`src/sdc_pkg.sv`:
```
package sdc_pkg;
	// Clock and timing base
	localparam int CLK_PERIOD_NS = 20;
	localparam int SYNC_STAGES = 2;
	localparam int WORD_BITS = 16;
	localparam int ANGLE_BITS = 6;
	localparam int PROFILE_ENTRIES = 16;

	// Serial word layout
	localparam int ADDR_HI = 15;
	localparam int ADDR_LO = 14;
	localparam logic [1:0] ADDR_SETUP_A = 2'h0;
	localparam logic [1:0] ADDR_SETUP_B = 2'h1;
	localparam logic [1:0] ADDR_RUN = 2'h2;
	localparam logic [1:0] ADDR_PROFILE = 2'h3;

	// Setup register A (only the regulator timing bits are kept)
	localparam int SA_PWM_BIT = 0;
	localparam int SA_OFF_LO = 1;
	localparam logic [3:0] SA_RESET = 4'h2;

	// Setup register B fields
	localparam int SB_OSC_BIT = 13;
	localparam int SB_OCD_LO = 11;
	localparam int SB_MARGIN_LO = 2;
	localparam int SB_MON_LO = 0;
	localparam logic [13:0] SB_RESET = 14'h1020;

	// Run register fields
	localparam int RUN_EN_BIT = 13;
	localparam int RUN_OL_LO = 11;
	localparam int RUN_RECIRC_BIT = 10;
	localparam int RUN_SLEW_BIT = 9;
	localparam int RUN_BRAKE_BIT = 8;
	localparam int RUN_DECAY_LO = 6;
	localparam int RUN_DELTA_LO = 0;
	localparam logic [13:0] RUN_RESET = 14'h0A80;

	// Profile load word
	localparam int PROF_PARITY_BIT = 6;
	localparam int PROF_VALUE_LO = 0;

	// Diagnostic word layout
	localparam int DG_SUMMARY_BIT = 15;
	localparam int DG_THERM_LO = 13;
	localparam int DG_RSVD_BIT = 12;
	localparam int DG_UV_BIT = 11;
	localparam int DG_HALT_BIT = 10;
	localparam int DG_OLB_BIT = 9;
	localparam int DG_OLA_BIT = 8;
	localparam logic [14:0] DG_POWERON = 15'h7FFF;

	// Monitor pin selections
	localparam logic [1:0] MON_FAULT_N = 2'h0;
	localparam logic [1:0] MON_HALT_N = 2'h1;
	localparam logic [1:0] MON_PWM_A = 2'h2;
	localparam logic [1:0] MON_TEMP = 2'h3;

	// Regulator times in ns and open load percentages per code
	localparam int OFF_BASE_NS = 20000;
	localparam int OFF_STEP_NS = 4000;
	localparam int PERIOD_NS [8] = '{24000, 32000, 40000, 46000,
		52000, 56000, 60000, 64000};
	localparam int OCD_NS [4] = '{500, 1000, 2000, 3000};
	localparam int OL_BASE_PCT = 20;
	localparam int OL_STEP_PCT = 10;

	// Default phase profile entry (plain ramp, full table reloadable)
	function automatic logic [5:0] sdc_default_profile(input int idx);
		sdc_default_profile = 6'((idx * 4) + 3);
	endfunction : sdc_default_profile
endpackage : sdc_pkg

```
`src/sdc_control_regs.sv`:
```
`timescale 1ns/1ps
module sdc_control_regs (
	// Clock and reset
	input wire logic sys_clk,
	input wire logic rst_n,
	// Serial link pins
	input wire logic sck,
	input wire logic sdi,
	input wire logic serial_frame_select_n,
	output logic sdo,
	output logic sdo_oe,
	// Enable pin
	input wire logic enable_pin,
	// Fault events from protection logic (same clock)
	input wire logic [1:0] thermal_field,
	input wire logic undervoltage_flag,
	input wire logic rotor_halt_flag,
	input wire logic open_load_phase_a,
	input wire logic open_load_phase_b,
	input wire logic [7:0] overcurrent_flags,
	input wire logic pwm_on_phase_a,
	// Regulator settings
	output logic pwm_mode,
	output logic [2:0] off_interval,
	output logic [11:0] regulator_cycles,
	output logic [1:0] overcurrent_delay,
	output logic [7:0] overcurrent_cycles,
	output logic clock_source_ext,
	output logic [3:0] halt_count_margin,
	// Drive settings
	output logic bridge_enable,
	output logic [1:0] open_load_level,
	output logic [6:0] open_load_pct,
	output logic recirculation_side,
	output logic braking,
	output logic slew_enable,
	output logic [1:0] decay_select,
	// Monitor pin
	output logic monitor_pin,
	// Position and phase currents
	output logic [5:0] angle_readback,
	output logic [5:0] phase_a_mag,
	output logic phase_a_neg,
	output logic [5:0] phase_b_mag,
	output logic phase_b_neg
);
	typedef enum logic [0:0] {SDC_IDLE, SDC_FRAME} sdc_state_e;

	// Pin synchronisers: stage 0 feeds stage 1 only
	localparam int NPIN = 4;
	// Reset to idle levels so release makes no false strobe edge
	localparam logic [NPIN-1:0] PIN_IDLE = 4'h4;
	logic [NPIN-1:0] pin_raw;
	logic [NPIN-1:0] sync0_r;
	logic [NPIN-1:0] sync1_r;
	logic [NPIN-1:0] sync_d_r;
	assign pin_raw = {enable_pin, serial_frame_select_n, sdi, sck};

	genvar gp;
	generate
		for (gp = 0; gp < NPIN; gp++) begin : g_sync
			always_ff @(posedge sys_clk) begin
				if (!rst_n) begin
					sync0_r[gp] <= PIN_IDLE[gp];
					sync1_r[gp] <= PIN_IDLE[gp];
					sync_d_r[gp] <= PIN_IDLE[gp];
				end else begin
					sync0_r[gp] <= pin_raw[gp];
					sync1_r[gp] <= sync0_r[gp];
					sync_d_r[gp] <= sync1_r[gp];
				end
			end
		end
	endgenerate

	// Edge detection on synchronised pins
	wire sck_s = sync1_r[0];
	wire sdi_s = sync1_r[1];
	wire frame_n_s = sync1_r[2];
	wire enable_s = sync1_r[3];
	wire sck_rise = sck_s & ~sync_d_r[0];
	wire sck_fall = ~sck_s & sync_d_r[0];
	wire frame_fall = ~frame_n_s & sync_d_r[2];
	wire frame_rise = frame_n_s & ~sync_d_r[2];

	// State and registers
	sdc_state_e state_r, state_nxt;
	logic [3:0] setup_a_r;
	logic [13:0] setup_b_r;
	logic [13:0] run_r;
	logic [5:0] angle_r;
	logic [4:0] prof_ptr_r;
	logic [14:0] flags_r;
	logic [7:0] oc_r;
	logic write_err_r;
	logic parity_err_r;
	logic [15:0] rx_r;
	logic [4:0] bit_cnt_r;
	logic sel_b_r;
	logic [15:0] snap_a_r;
	logic [15:0] snap_b_r;
	logic sdo_r;

	// Assembled diagnostic words
	wire fault_summary = (|flags_r) | (|oc_r) | write_err_r
		| parity_err_r;
	wire [15:0] monitor_pin_select_a = {fault_summary, flags_r[14:8], oc_r};
	wire [15:0] monitor_pin_select_b = {fault_summary, flags_r[14:8], 2'h0,
		angle_r};

	// Fresh events mapped into word A positions
	wire [14:0] ev_flags = {thermal_field, 1'b0, undervoltage_flag,
		rotor_halt_flag, open_load_phase_b, open_load_phase_a,
		8'h00};

	// Frame completion decode
	wire frame_end = (state_r == SDC_FRAME) & frame_rise;
	wire word_ok = frame_end & (bit_cnt_r == 5'h10);
	wire word_err = frame_end & (bit_cnt_r != 5'h10)
		& (bit_cnt_r != 5'h00);
	wire [1:0] wr_addr = rx_r[sdc_pkg::ADDR_HI:sdc_pkg::ADDR_LO];
	wire wr_setup_a = word_ok & (wr_addr == sdc_pkg::ADDR_SETUP_A);
	wire wr_setup_b = word_ok & (wr_addr == sdc_pkg::ADDR_SETUP_B);
	wire wr_run = word_ok & (wr_addr == sdc_pkg::ADDR_RUN);
	wire wr_prof = word_ok & (wr_addr == sdc_pkg::ADDR_PROFILE);
	wire prof_take = wr_prof & (prof_ptr_r < 5'h10);
	wire prof_bad = prof_take
		& ~(^rx_r[sdc_pkg::PROF_PARITY_BIT:0]);

	// Signed step change, wrapping within one electrical cycle
	wire [5:0] delta = rx_r[sdc_pkg::RUN_DELTA_LO +: 6];
	wire [5:0] angle_nxt = 6'(angle_r + delta);

	// Frame state machine
	always_comb begin
		state_nxt = state_r;
		unique case (state_r)
			SDC_IDLE: begin
				if (frame_fall) begin
					state_nxt = SDC_FRAME;
				end
			end
			SDC_FRAME: begin
				if (frame_rise) begin
					state_nxt = SDC_IDLE;
				end
			end
		endcase
	end

	always_ff @(posedge sys_clk) begin
		if (!rst_n) begin
			state_r <= SDC_IDLE;
		end else begin
			state_r <= state_nxt;
		end
	end

	// Receive shifter and bit counter, data taken on rising SCK
	always_ff @(posedge sys_clk) begin
		if (!rst_n) begin
			rx_r <= 16'h0000;
			bit_cnt_r <= 5'h00;
			sel_b_r <= 1'b0;
		end else if (frame_fall) begin
			bit_cnt_r <= 5'h00;
			sel_b_r <= 1'b0;
		end else if ((state_r == SDC_FRAME) && sck_rise) begin
			rx_r <= {rx_r[14:0], sdi_s};
			if (bit_cnt_r != 5'h1F) begin
				bit_cnt_r <= 5'(bit_cnt_r + 5'h01);
			end
			if (bit_cnt_r == 5'h01) begin
				sel_b_r <= ({rx_r[0], sdi_s} == sdc_pkg::ADDR_SETUP_B);
			end
		end
	end

	// Transmit: summary first, then the selected word MSB first
	// Bit 14 leaves before the address is known; both words share it
	wire [15:0] tx_word = sel_b_r ? snap_b_r : snap_a_r;
	wire [3:0] tx_idx = 4'(5'h0F - bit_cnt_r);
	always_ff @(posedge sys_clk) begin
		if (!rst_n) begin
			snap_a_r <= 16'h0000;
			snap_b_r <= 16'h0000;
			sdo_r <= 1'b0;
		end else if (frame_fall) begin
			snap_a_r <= monitor_pin_select_a;
			snap_b_r <= monitor_pin_select_b;
			sdo_r <= fault_summary;
		end else if ((state_r == SDC_FRAME) && sck_fall
			&& (bit_cnt_r != 5'h00) && (bit_cnt_r < 5'h10)) begin
			sdo_r <= tx_word[tx_idx];
		end
	end

	assign sdo = sdo_r;
	assign sdo_oe = (state_r == SDC_FRAME);

	// Register writes by address
	always_ff @(posedge sys_clk) begin
		if (!rst_n) begin
			setup_a_r <= sdc_pkg::SA_RESET;
			setup_b_r <= sdc_pkg::SB_RESET;
			run_r <= sdc_pkg::RUN_RESET;
			angle_r <= 6'h00;
		end else begin
			if (wr_setup_a) begin
				setup_a_r <= rx_r[3:0];
			end
			if (wr_setup_b) begin
				setup_b_r <= rx_r[13:0];
			end
			if (wr_run) begin
				run_r <= rx_r[13:0];
				angle_r <= angle_nxt;
			end
		end
	end

	// Profile entry pointer
	// A poll frame with no clock rises is no write and keeps the pointer
	always_ff @(posedge sys_clk) begin
		if (!rst_n) begin
			prof_ptr_r <= 5'h00;
		end else if (word_err || wr_setup_a || wr_setup_b || wr_run) begin
			prof_ptr_r <= 5'h00;
		end else if (prof_take) begin
			prof_ptr_r <= 5'(prof_ptr_r + 5'h01);
		end
	end

	// Diagnostic flags: sticky, cleared at frame end, new events win
	// An event in the clearing cycle must survive into the next readout
	always_ff @(posedge sys_clk) begin
		if (!rst_n) begin
			flags_r <= sdc_pkg::DG_POWERON;
			oc_r <= 8'hFF;
			write_err_r <= 1'b0;
			parity_err_r <= 1'b0;
		end else begin
			flags_r <= (frame_end ? 15'h0000 : flags_r) | ev_flags;
			oc_r <= (frame_end ? 8'h00 : oc_r) | overcurrent_flags;
			write_err_r <= word_err | (write_err_r & ~frame_end);
			parity_err_r <= prof_bad | (parity_err_r & ~frame_end);
		end
	end

	// Field outputs
	assign pwm_mode = setup_a_r[sdc_pkg::SA_PWM_BIT];
	assign off_interval = setup_a_r[sdc_pkg::SA_OFF_LO +: 3];
	assign clock_source_ext = setup_b_r[sdc_pkg::SB_OSC_BIT];
	assign overcurrent_delay = setup_b_r[sdc_pkg::SB_OCD_LO +: 2];
	assign halt_count_margin = setup_b_r[sdc_pkg::SB_MARGIN_LO +: 4];
	assign open_load_level = run_r[sdc_pkg::RUN_OL_LO +: 2];
	assign recirculation_side = run_r[sdc_pkg::RUN_RECIRC_BIT];
	assign braking = run_r[sdc_pkg::RUN_BRAKE_BIT];
	assign slew_enable = run_r[sdc_pkg::RUN_SLEW_BIT];
	assign decay_select = run_r[sdc_pkg::RUN_DECAY_LO +: 2];
	assign angle_readback = angle_r;

	// Regulator timing in system clock cycles
	// Every code divides exactly at 50 MHz, so no rounding is needed
	wire [11:0] off_cyc = 12'((sdc_pkg::OFF_BASE_NS
		+ sdc_pkg::OFF_STEP_NS * int'(off_interval))
		/ sdc_pkg::CLK_PERIOD_NS);
	wire [11:0] per_cyc = 12'(sdc_pkg::PERIOD_NS[off_interval]
		/ sdc_pkg::CLK_PERIOD_NS);
	wire [7:0] ocd_cyc = 8'(sdc_pkg::OCD_NS[overcurrent_delay]
		/ sdc_pkg::CLK_PERIOD_NS);
	wire [6:0] ol_pct = 7'(sdc_pkg::OL_BASE_PCT
		+ sdc_pkg::OL_STEP_PCT * int'(open_load_level));

	// Monitor pin source selection
	// Temperature shows any nonzero thermal code, warnings included
	wire [1:0] mon_sel = setup_b_r[sdc_pkg::SB_MON_LO +: 2];
	wire temp_any = |thermal_field;
	wire mon_nxt = (mon_sel == sdc_pkg::MON_FAULT_N) ? ~fault_summary :
		(mon_sel == sdc_pkg::MON_HALT_N) ? ~rotor_halt_flag :
		(mon_sel == sdc_pkg::MON_PWM_A) ? pwm_on_phase_a :
		temp_any;

	// Bridge enable: register bit or pin
	wire bridge_nxt = run_r[sdc_pkg::RUN_EN_BIT] | enable_s;

	// Registered data outputs
	always_ff @(posedge sys_clk) begin
		if (!rst_n) begin
			regulator_cycles <= 12'h000;
			overcurrent_cycles <= 8'h00;
			open_load_pct <= 7'h00;
			monitor_pin <= 1'b0;
			bridge_enable <= 1'b0;
		end else begin
			regulator_cycles <= pwm_mode ? per_cyc : off_cyc;
			overcurrent_cycles <= ocd_cyc;
			open_load_pct <= ol_pct;
			monitor_pin <= mon_nxt;
			bridge_enable <= bridge_nxt;
		end
	end

	// Phase current profile
	sdc_profile_table u_table (
		.sys_clk(sys_clk),
		.rst_n(rst_n),
		.wr_en(prof_take),
		.wr_index(prof_ptr_r[3:0]),
		.wr_value(rx_r[sdc_pkg::PROF_VALUE_LO +: 6]),
		.angle(angle_r),
		.phase_a_mag(phase_a_mag),
		.phase_a_neg(phase_a_neg),
		.phase_b_mag(phase_b_mag),
		.phase_b_neg(phase_b_neg)
	);
endmodule : sdc_control_regs

```
`src/sdc_profile_table.sv`:
```
`timescale 1ns/1ps
module sdc_profile_table (
	// Clock and reset
	input wire logic sys_clk,
	input wire logic rst_n,
	// Entry write
	input wire logic wr_en,
	input wire logic [3:0] wr_index,
	input wire logic [5:0] wr_value,
	// Position in, phase currents out
	input wire logic [5:0] angle,
	output logic [5:0] phase_a_mag,
	output logic phase_a_neg,
	output logic [5:0] phase_b_mag,
	output logic phase_b_neg
);
	logic [5:0] entry_r [sdc_pkg::PROFILE_ENTRIES];
	logic [5:0] angle_b;
	logic [5:0] mag_a;
	logic [5:0] mag_b;

	// Quadrant fold: each entry serves four angles (entry 15 only two), 0/32 stay at zero
	function automatic logic [5:0] fold_mag(input logic [5:0] ang,
		input logic [5:0] tbl [sdc_pkg::PROFILE_ENTRIES]);
		logic [4:0] q;
		q = ang[4:0];
		if (q == 5'h00) begin
			fold_mag = 6'h00;
		end else if (q <= 5'h10) begin
			fold_mag = tbl[4'(q - 5'h01)];
		end else begin
			fold_mag = tbl[4'(5'h1F - q)];
		end
	endfunction : fold_mag

	// Phase B leads A by a quarter cycle
	assign angle_b = 6'(angle + 6'h10);
	assign mag_a = fold_mag(angle, entry_r);
	assign mag_b = fold_mag(angle_b, entry_r);

	// Table storage, one entry per write
	genvar gi;
	generate
		for (gi = 0; gi < sdc_pkg::PROFILE_ENTRIES; gi++) begin : g_ent
			always_ff @(posedge sys_clk) begin
				if (!rst_n) begin
					entry_r[gi] <= sdc_pkg::sdc_default_profile(gi);
				end else if (wr_en && (wr_index == 4'(gi))) begin
					entry_r[gi] <= wr_value;
				end
			end
		end
	endgenerate

	// Registered phase outputs
	always_ff @(posedge sys_clk) begin
		if (!rst_n) begin
			phase_a_mag <= 6'h00;
			phase_a_neg <= 1'b0;
			phase_b_mag <= 6'h00;
			phase_b_neg <= 1'b0;
		end else begin
			phase_a_mag <= mag_a;
			phase_a_neg <= angle[5];
			phase_b_mag <= mag_b;
			phase_b_neg <= angle_b[5];
		end
	end
endmodule : sdc_profile_table

```
`config.mk`:
```
export PLATFORM = sky130hd
export DESIGN_NAME = sdc_control_regs
export DESIGN_NICKNAME = d
export VERILOG_FILES = /design/src/sdc_pkg.sv /design/src/sdc_control_regs.sv /design/src/sdc_profile_table.sv
export SDC_FILE = /design/constraint.sdc
export NUM_CORES = 1
export LEC_CHECK = 0
export BUFFER_PORTS_ARGS = -buffer_cell sky130_fd_sc_hd__buf_2
export CAP_MARGIN = 15
export CORE_MARGIN = 2
export CORE_UTILIZATION = 40
export DETAILED_ROUTE_END_ITERATION = 12
export GPL_ROUTABILITY_DRIVEN = 1
export GPL_TIMING_DRIVEN = 0
export PLACE_DENSITY_LB_ADDON = 0.2
export SLEW_MARGIN = 20
export SYNTH_ARGS = -nofsm -noshare
export SYNTH_HDL_FRONTEND = slang
export SYNTH_HIERARCHICAL = 1
export SYNTH_SLANG_ARGS = --single-unit
```
`constraint.sdc`:
```
create_clock -name sys_clk -period 20.8 [get_ports sys_clk]
set_input_delay 4.16 -clock sys_clk [delete_from_list [all_inputs] [get_ports sys_clk]]
set_output_delay 4.16 -clock sys_clk [all_outputs]
set_load 0.02 [all_outputs]
```
# Word level (Yosys, flattened, before mapping)
# Memory sizes are Yosys's and may differ from the RTL's.
# Cells that the tools add are included.
[op_classes]
addsub = 11
multipliers = 2
div = 3
n_lt_le_gt_ge = 11
eq_ne = 25
n_mux = 33
bitwise_logic = 41
n_reduce_logical = 41
[op_table]
columns = ["cell", "count"]
rows = [
  ["$mux 32", 4],
  ["$bmux 6 s4", 4],
  ["$div 32x6->32 const B", 3],
  ["$bmux 32 s2", 1],
  ["$mux 6", 10],
  ["$eq 4x4->1 const B", 8],
  ["$ge 5x5->1 const B", 4],
  ["$logic_and 1x1->1", 20],
  ["$not 4->5", 4],
  ["$add 15x15->16 const A", 1],
  ["$and 1x1->1", 16],
  ["$eq 4x3->1 const B", 4],
  ["$mux 16", 1],
  ["$mux 15", 1],
  ["$or 15x15->15", 1],
  ["$reduce_or 15->1", 1],
  ["$mux 12", 1],
  ["$sub 4x4->4 const A", 3],
  ["$not 1->1", 11],
  ["$add 5x1->5 const B", 2],
  ["$le 5x5->1 const B", 2],
  ["$logic_not 5->1", 2],
  ["$lt 5x5->1 const B", 2],
  ["$mul 7x3->10 const A", 1],
  ["other kinds (32)", 60],
]
[totals]
regBits = 271
mem_bits_ro = 256
inputBits = 21
memories = 1
[mem_list]
columns = ["name", "words", "width", "read_ports", "rd_clocked_by_memory_dff", "wr", "line", "rtl"]
rows = [
  ["(name not given)", 8, 32, 1, 0, 0, "sdc_control_regs.sv:268", "wire [11:0] per_cyc = 12'(sdc_pkg::PERIOD_NS[off_interval]"],
]

# Longest topological paths before layout
[depth]
ltp_word = 9
mapped_depth = 51
depth_no_buf = 48

# By module
# The synthesis kept the hierarchy.
[by_module_without_submodules]
columns = ["mod", "n_inst", "cells_per_inst", "area_per_inst_um2", "seq_area_each_um2"]
rows = [
  ["sdc_control_regs", 1, 1123, 9297.7, 2642.5],
  ["sdc_profile_table", 1, 517, 5504.0, 2202.1],
]

# Least setup slack after synthesis
# Ideal clock, no wire load.
[synth_timing]
path_kind = "register to register"
start = "register setup_a_r[2]"
end = "register regulator_cycles[0]"
arrival_time_ps = 11147
path_slack_ps = 9528
path_stages_with_launch = 50
period_less_slack_ps = 11272
path_cell_list = "dfxtp_1 > inv_1 > ha_1 > inv_1 > ha_1 > fa_1 > fa_1 > nor2_1 > nand2_1 > o21bai_1 > o31a_1 > inv_1 > clkbuf_1 > ha_1 > a211o_4 > a21oi_4 > maj3_2 > a211oi_2 > [14 not listed] > o211a_2 > a2111oi_0 > and4_1 > nand3_1 > and2_1 > ha_1 > inv_1 > a32oi_1 > or2_2 > nor2_2 > mux2i_1 > ha_1 > nor2_1 > nor2_1 > o21ai_0 > a211oi_1 > a21oi_1 > o41a_1"
[synth_via]
elab_chain_len = 6
word_cells_on_any_way = 9
[synth_rtl]
columns = ["item", "line", "rtl"]
rows = [
  ["from (decl)", "sdc_control_regs.sv:88", "logic [3:0] setup_a_r;"],
  ["from (signal assigned)", "sdc_control_regs.sv:204", "setup_a_r <= sdc_pkg::SA_RESET;"],
  ["from (signal assigned)", "sdc_control_regs.sv:210", "setup_a_r <= rx_r[3:0];"],
  ["parallel branches: the longest is 5 deep, another holds $div 32x6->32", "n/a", ""],
  ["$mux 12 (*)", "sdc_control_regs.sv:296", "regulator_cycles <= pwm_mode ? per_cyc : off_cyc;"],
  ["to (signal assigned)", "sdc_control_regs.sv:296", ""],
  ["to (decl)", "sdc_control_regs.sv:25", "output logic [11:0] regulator_cycles,"],
]
# Every way passes the cells marked *. The select of a mux whose other input is x is not followed.
# A chain may end at the register's enable or synchronous reset.

# Worst setup path in the final report
# Ends and elaborated chain as after synthesis.

==> impl_metrics.csv <==
group,metric,value,unit
layout,mostFrequentLayoutCells,"242 x dfxtp_1, 233 x nand2_1, 130 x mux2i_1",
timing,drv_slew,0,
pwr,vdd.ir_drop.worst,62.3,uV
logic_synthesis,synth.area.top_cells,"dfxtp_1 33%, mux2i_1 8.8%, nand2_1 5.9%",
clock_tree,root_buffer,"clkbuf_16",
worst_setup_path,worst_path_largest_cell_delay,0.61,ns
logic_synthesis,yosysWarnings,6,
pwr,power.density,59.6,nW/um^2
layout,fin_area,16800,sq um
logic_synthesis,synth_seq_cells,242,
pwr,p_switching,218,uW
timing,rsz0062_at_grt,"false",
logic_synthesis,netlist-cell-type-count,119,
global_routing,track_usage,0.216,
clock_tree,cts.htree.levels,1,
timing,max_slew_margin,0.303,
timing,hold_ws,0.408,ns
logic_synthesis,netlist.area_leader.share,0.327,
global_routing,grt_overflow,0,
worst_setup_path,crit_type,"register to register",
routing,first_pass_iters,5,
worst_setup_path,regToRegEndpoint,"regulator_cycles[0]",
floorplanning,num_rows,70,
logic_synthesis,avgSynthCellArea,9.03,sq um
floorplanning,start_util,0.405,
pwr,power_frac_clock,0.503,
clock_tree,path_clk_slew,0.06,ns
timing,finalCriticalPeriod,13.67,ns
worst_setup_path,slowest_stage,"a2111oi_0",
logic_synthesis,synth_edf_count,0,
timing,finalSetupViolCount,0,
global_routing,grt_max_degree,16,
layout,layout_commonest_cell,"dfxtp_1",
worst_setup_path,ff2ff_setup_slack,7.13,ns
routing,route.vias.total,12900,
logic_synthesis,synth_area,14800,sq um
placement,port-buffer-count,87,
worst_hold_path,hp-class,"register to register",
routing,drcViolationCount,0,
routing,antenna_left,0,
worst_setup_path,crit_fanout,10,
logic_synthesis,synth_seq_area_share,0.327,
floorplanning,io_pins,90,
global_routing,grt_pass1_wl,67200,microns
worst_hold_path,min_from,"sync0_r[2]",
global_routing,grt_pass1_vias,12200,
layout,fin_nets,1821,
logic_synthesis,synth_top_area_cell,"dfxtp_1",
timing,fin_setup_tns,0,ns
worst_hold_path,hold_depth,1,
layout,drive_gt1_frac,0.156,
timing,tightestPinTransition,1.04,ns
floorplanning,core_area,36500,sq um
pwr,p_comb_frac,0.027,
floorplanning,die-area,38600,sq um
global_routing,antenna_found_initial,1,
clock_tree,clk_latency,0.58,ns
placement,dp_hpwl,31500,microns
routing,wire_per_inst,18.8,microns
routing,drt-vias-per-instance,5.77,
routing,drtIter0Drc,918,
timing,finalCritPeriodShare,0.657,
layout,insertedDiodeCount,0,
logic_synthesis,ys_async_sr_fraction,0,
worst_setup_path,cp-end-kind,"register",
worst_setup_path,r2r_start,"setup_a_r[2]",
timing,fin_skew,0.0335,ns
worst_setup_path,path_common_cell,"ha_1",
clock_tree,cts_max_path_buffers,3,
worst_hold_path,hold_path_end,"frame_n_s",
clock_tree,cts_resized,0,
floorplanning,die_y,196,microns
pwr,p_int,782,uW
worst_setup_path,cp-start-kind,"register",
placement,routabilityCongestion,0.936,
timing,final_hold_viol_count,0,
pwr,leakagePower,0.00649,uW
clock_tree,cts_hold_buf,0,
clock_tree,cts.sinks,242,
logic_synthesis,synthFlopType,"dfxtp_1",
pwr,sw_frac_of_total,0.218,
timing,clock.fmax,73.2,MHz
floorplanning,die_x,196,microns
clock_tree,cts_inserted_buffers,28,
routing,wl,42300,microns
worst_setup_path,r2r_cells,48,
worst_setup_path,cp.required,21.23,ns
placement,placed_area,15800,sq um
clock_tree,postCtsSetupBuffers,0,
clock_tree,cts_tree,"yes",
pwr,pwr-share-seq,0.470,
status,status,"completed",
logic_synthesis,synthCells,1640,
run,cap_violations,0,
layout,area_growth,13.3,%
worst_setup_path,cp_data_arrival_time,14.10,ns
cell type report:
type | count | area [sq um]
plain buffers | 91 | 452
clock buffers | 40 | 796
clock inverters | 8 | 148
fillers | 3593 | 19700
inverters | 37 | 139
multi-input cells | 1271 | 9380
flip-flops and latches | 242 | 4840
well taps | 468 | 586
repair buffers | 87 | 435
state kept, by name, indices dropped and copies added (netlist names), 8 cells and up:
signal,count
rx_r,16
setup_b_r,9
run_r,8
snap_a_r,16
u_table/entry_r,96
oc_r,8
regulator_cycles,12
overcurrent_cycles,8
layer usage:
layer  track usage  share of wire  up-vias
li1              -              -     6227
met1         0.288           0.45     6246
met2         0.357           0.47      390
met3        0.0385          0.061       77
met4        0.0643          0.027        0
met5             0              0        -
cell families (layout without fill, tap and decap cells):
logic type,after synthesis,after routing,synth area share
compound gates,355,355,0.184
flops,242,242,0.327
buf+inv,128,263,0.0399
xor+xnor,46,46,0.0292
fa+ha+maj,47,47,0.0415
mux,185,185,0.160
other cells,1,2,0.000253
simple gates,636,636,0.218
Yosys cell counts (35+ instances only):
| master | n |
|---|---|
| and2_1 | 36 |
| a21oi_1 | 42 |
| clkbuf_1 | 64 |
| nor2b_1 | 49 |
| ha_1 | 37 |
| inv_1 | 35 |
| nand2_1 | 233 |
| mux4_2 | 37 |
| mux2i_1 | 130 |
| o21ai_0 | 47 |
| nand3_1 | 60 |
| a21boi_0 | 37 |
| nor3_1 | 36 |
| dfxtp_1 | 242 |
| nor2_1 | 91 |
stage by stage:
| stage | util | cells | setup WS, ns | total power, uW |
|---|---|---|---|---|
| after CTS | 0.459 | 2244 | 7.32 | 1010 |
| after detailed placement | 0.433 | 2196 | 7.39 | 508 |
| after floorplan | - | 1641 | 9.53 | 496 |
| after global routing | 0.459 | 2244 | 6.04 | 1030 |
| final | 0.459 | 2244 | 7.13 | 1000 |
| after global placement | 0.433 | 2196 | 7.48 | 507 |
critical path: cells and delay by family (launching register included):
kind | cells | cell delay, ns
adder cells (fa/ha/maj) | 8 | 2.67
XOR/XNOR | 1 | 0.24
flip-flops | 1 | 0.60
buffers and inverters | 6 | 0.93
AND/OR/NAND/NOR | 12 | 2.98
multiplexers | 2 | 0.61
AO/OA/AOI/OAI | 19 | 5.50
worst max-delay path by stage:
| stage | start | end | slack [ns] | cells after the start |
|---|---|---|---|---|
| final | setup_a_r[2] | regulator_cycles[0] | 7.13 | 48 |
| after global routing | setup_a_r[2] | regulator_cycles[0] | 6.04 | 48 |
| after detailed placement | setup_a_r[2] | regulator_cycles[0] | 7.39 | 48 |
| after floorplan | setup_a_r[2] | regulator_cycles[0] | 9.53 | 49 |
| after global placement | setup_a_r[2] | regulator_cycles[0] | 7.48 | 48 |
| after CTS | setup_a_r[2] | regulator_cycles[0] | 7.32 | 48 |
power groups by stage:
stage	Sequential, uW	Clock, uW	Combinational, uW
after floorplan	483	0	13.8
after global placement	480	0	27.1
after detailed placement	480	0	27.2
after CTS	470	512	27.3
after global routing	470	532	29.2
final	470	503	27.1
Power figures use the tool's default switching activity.
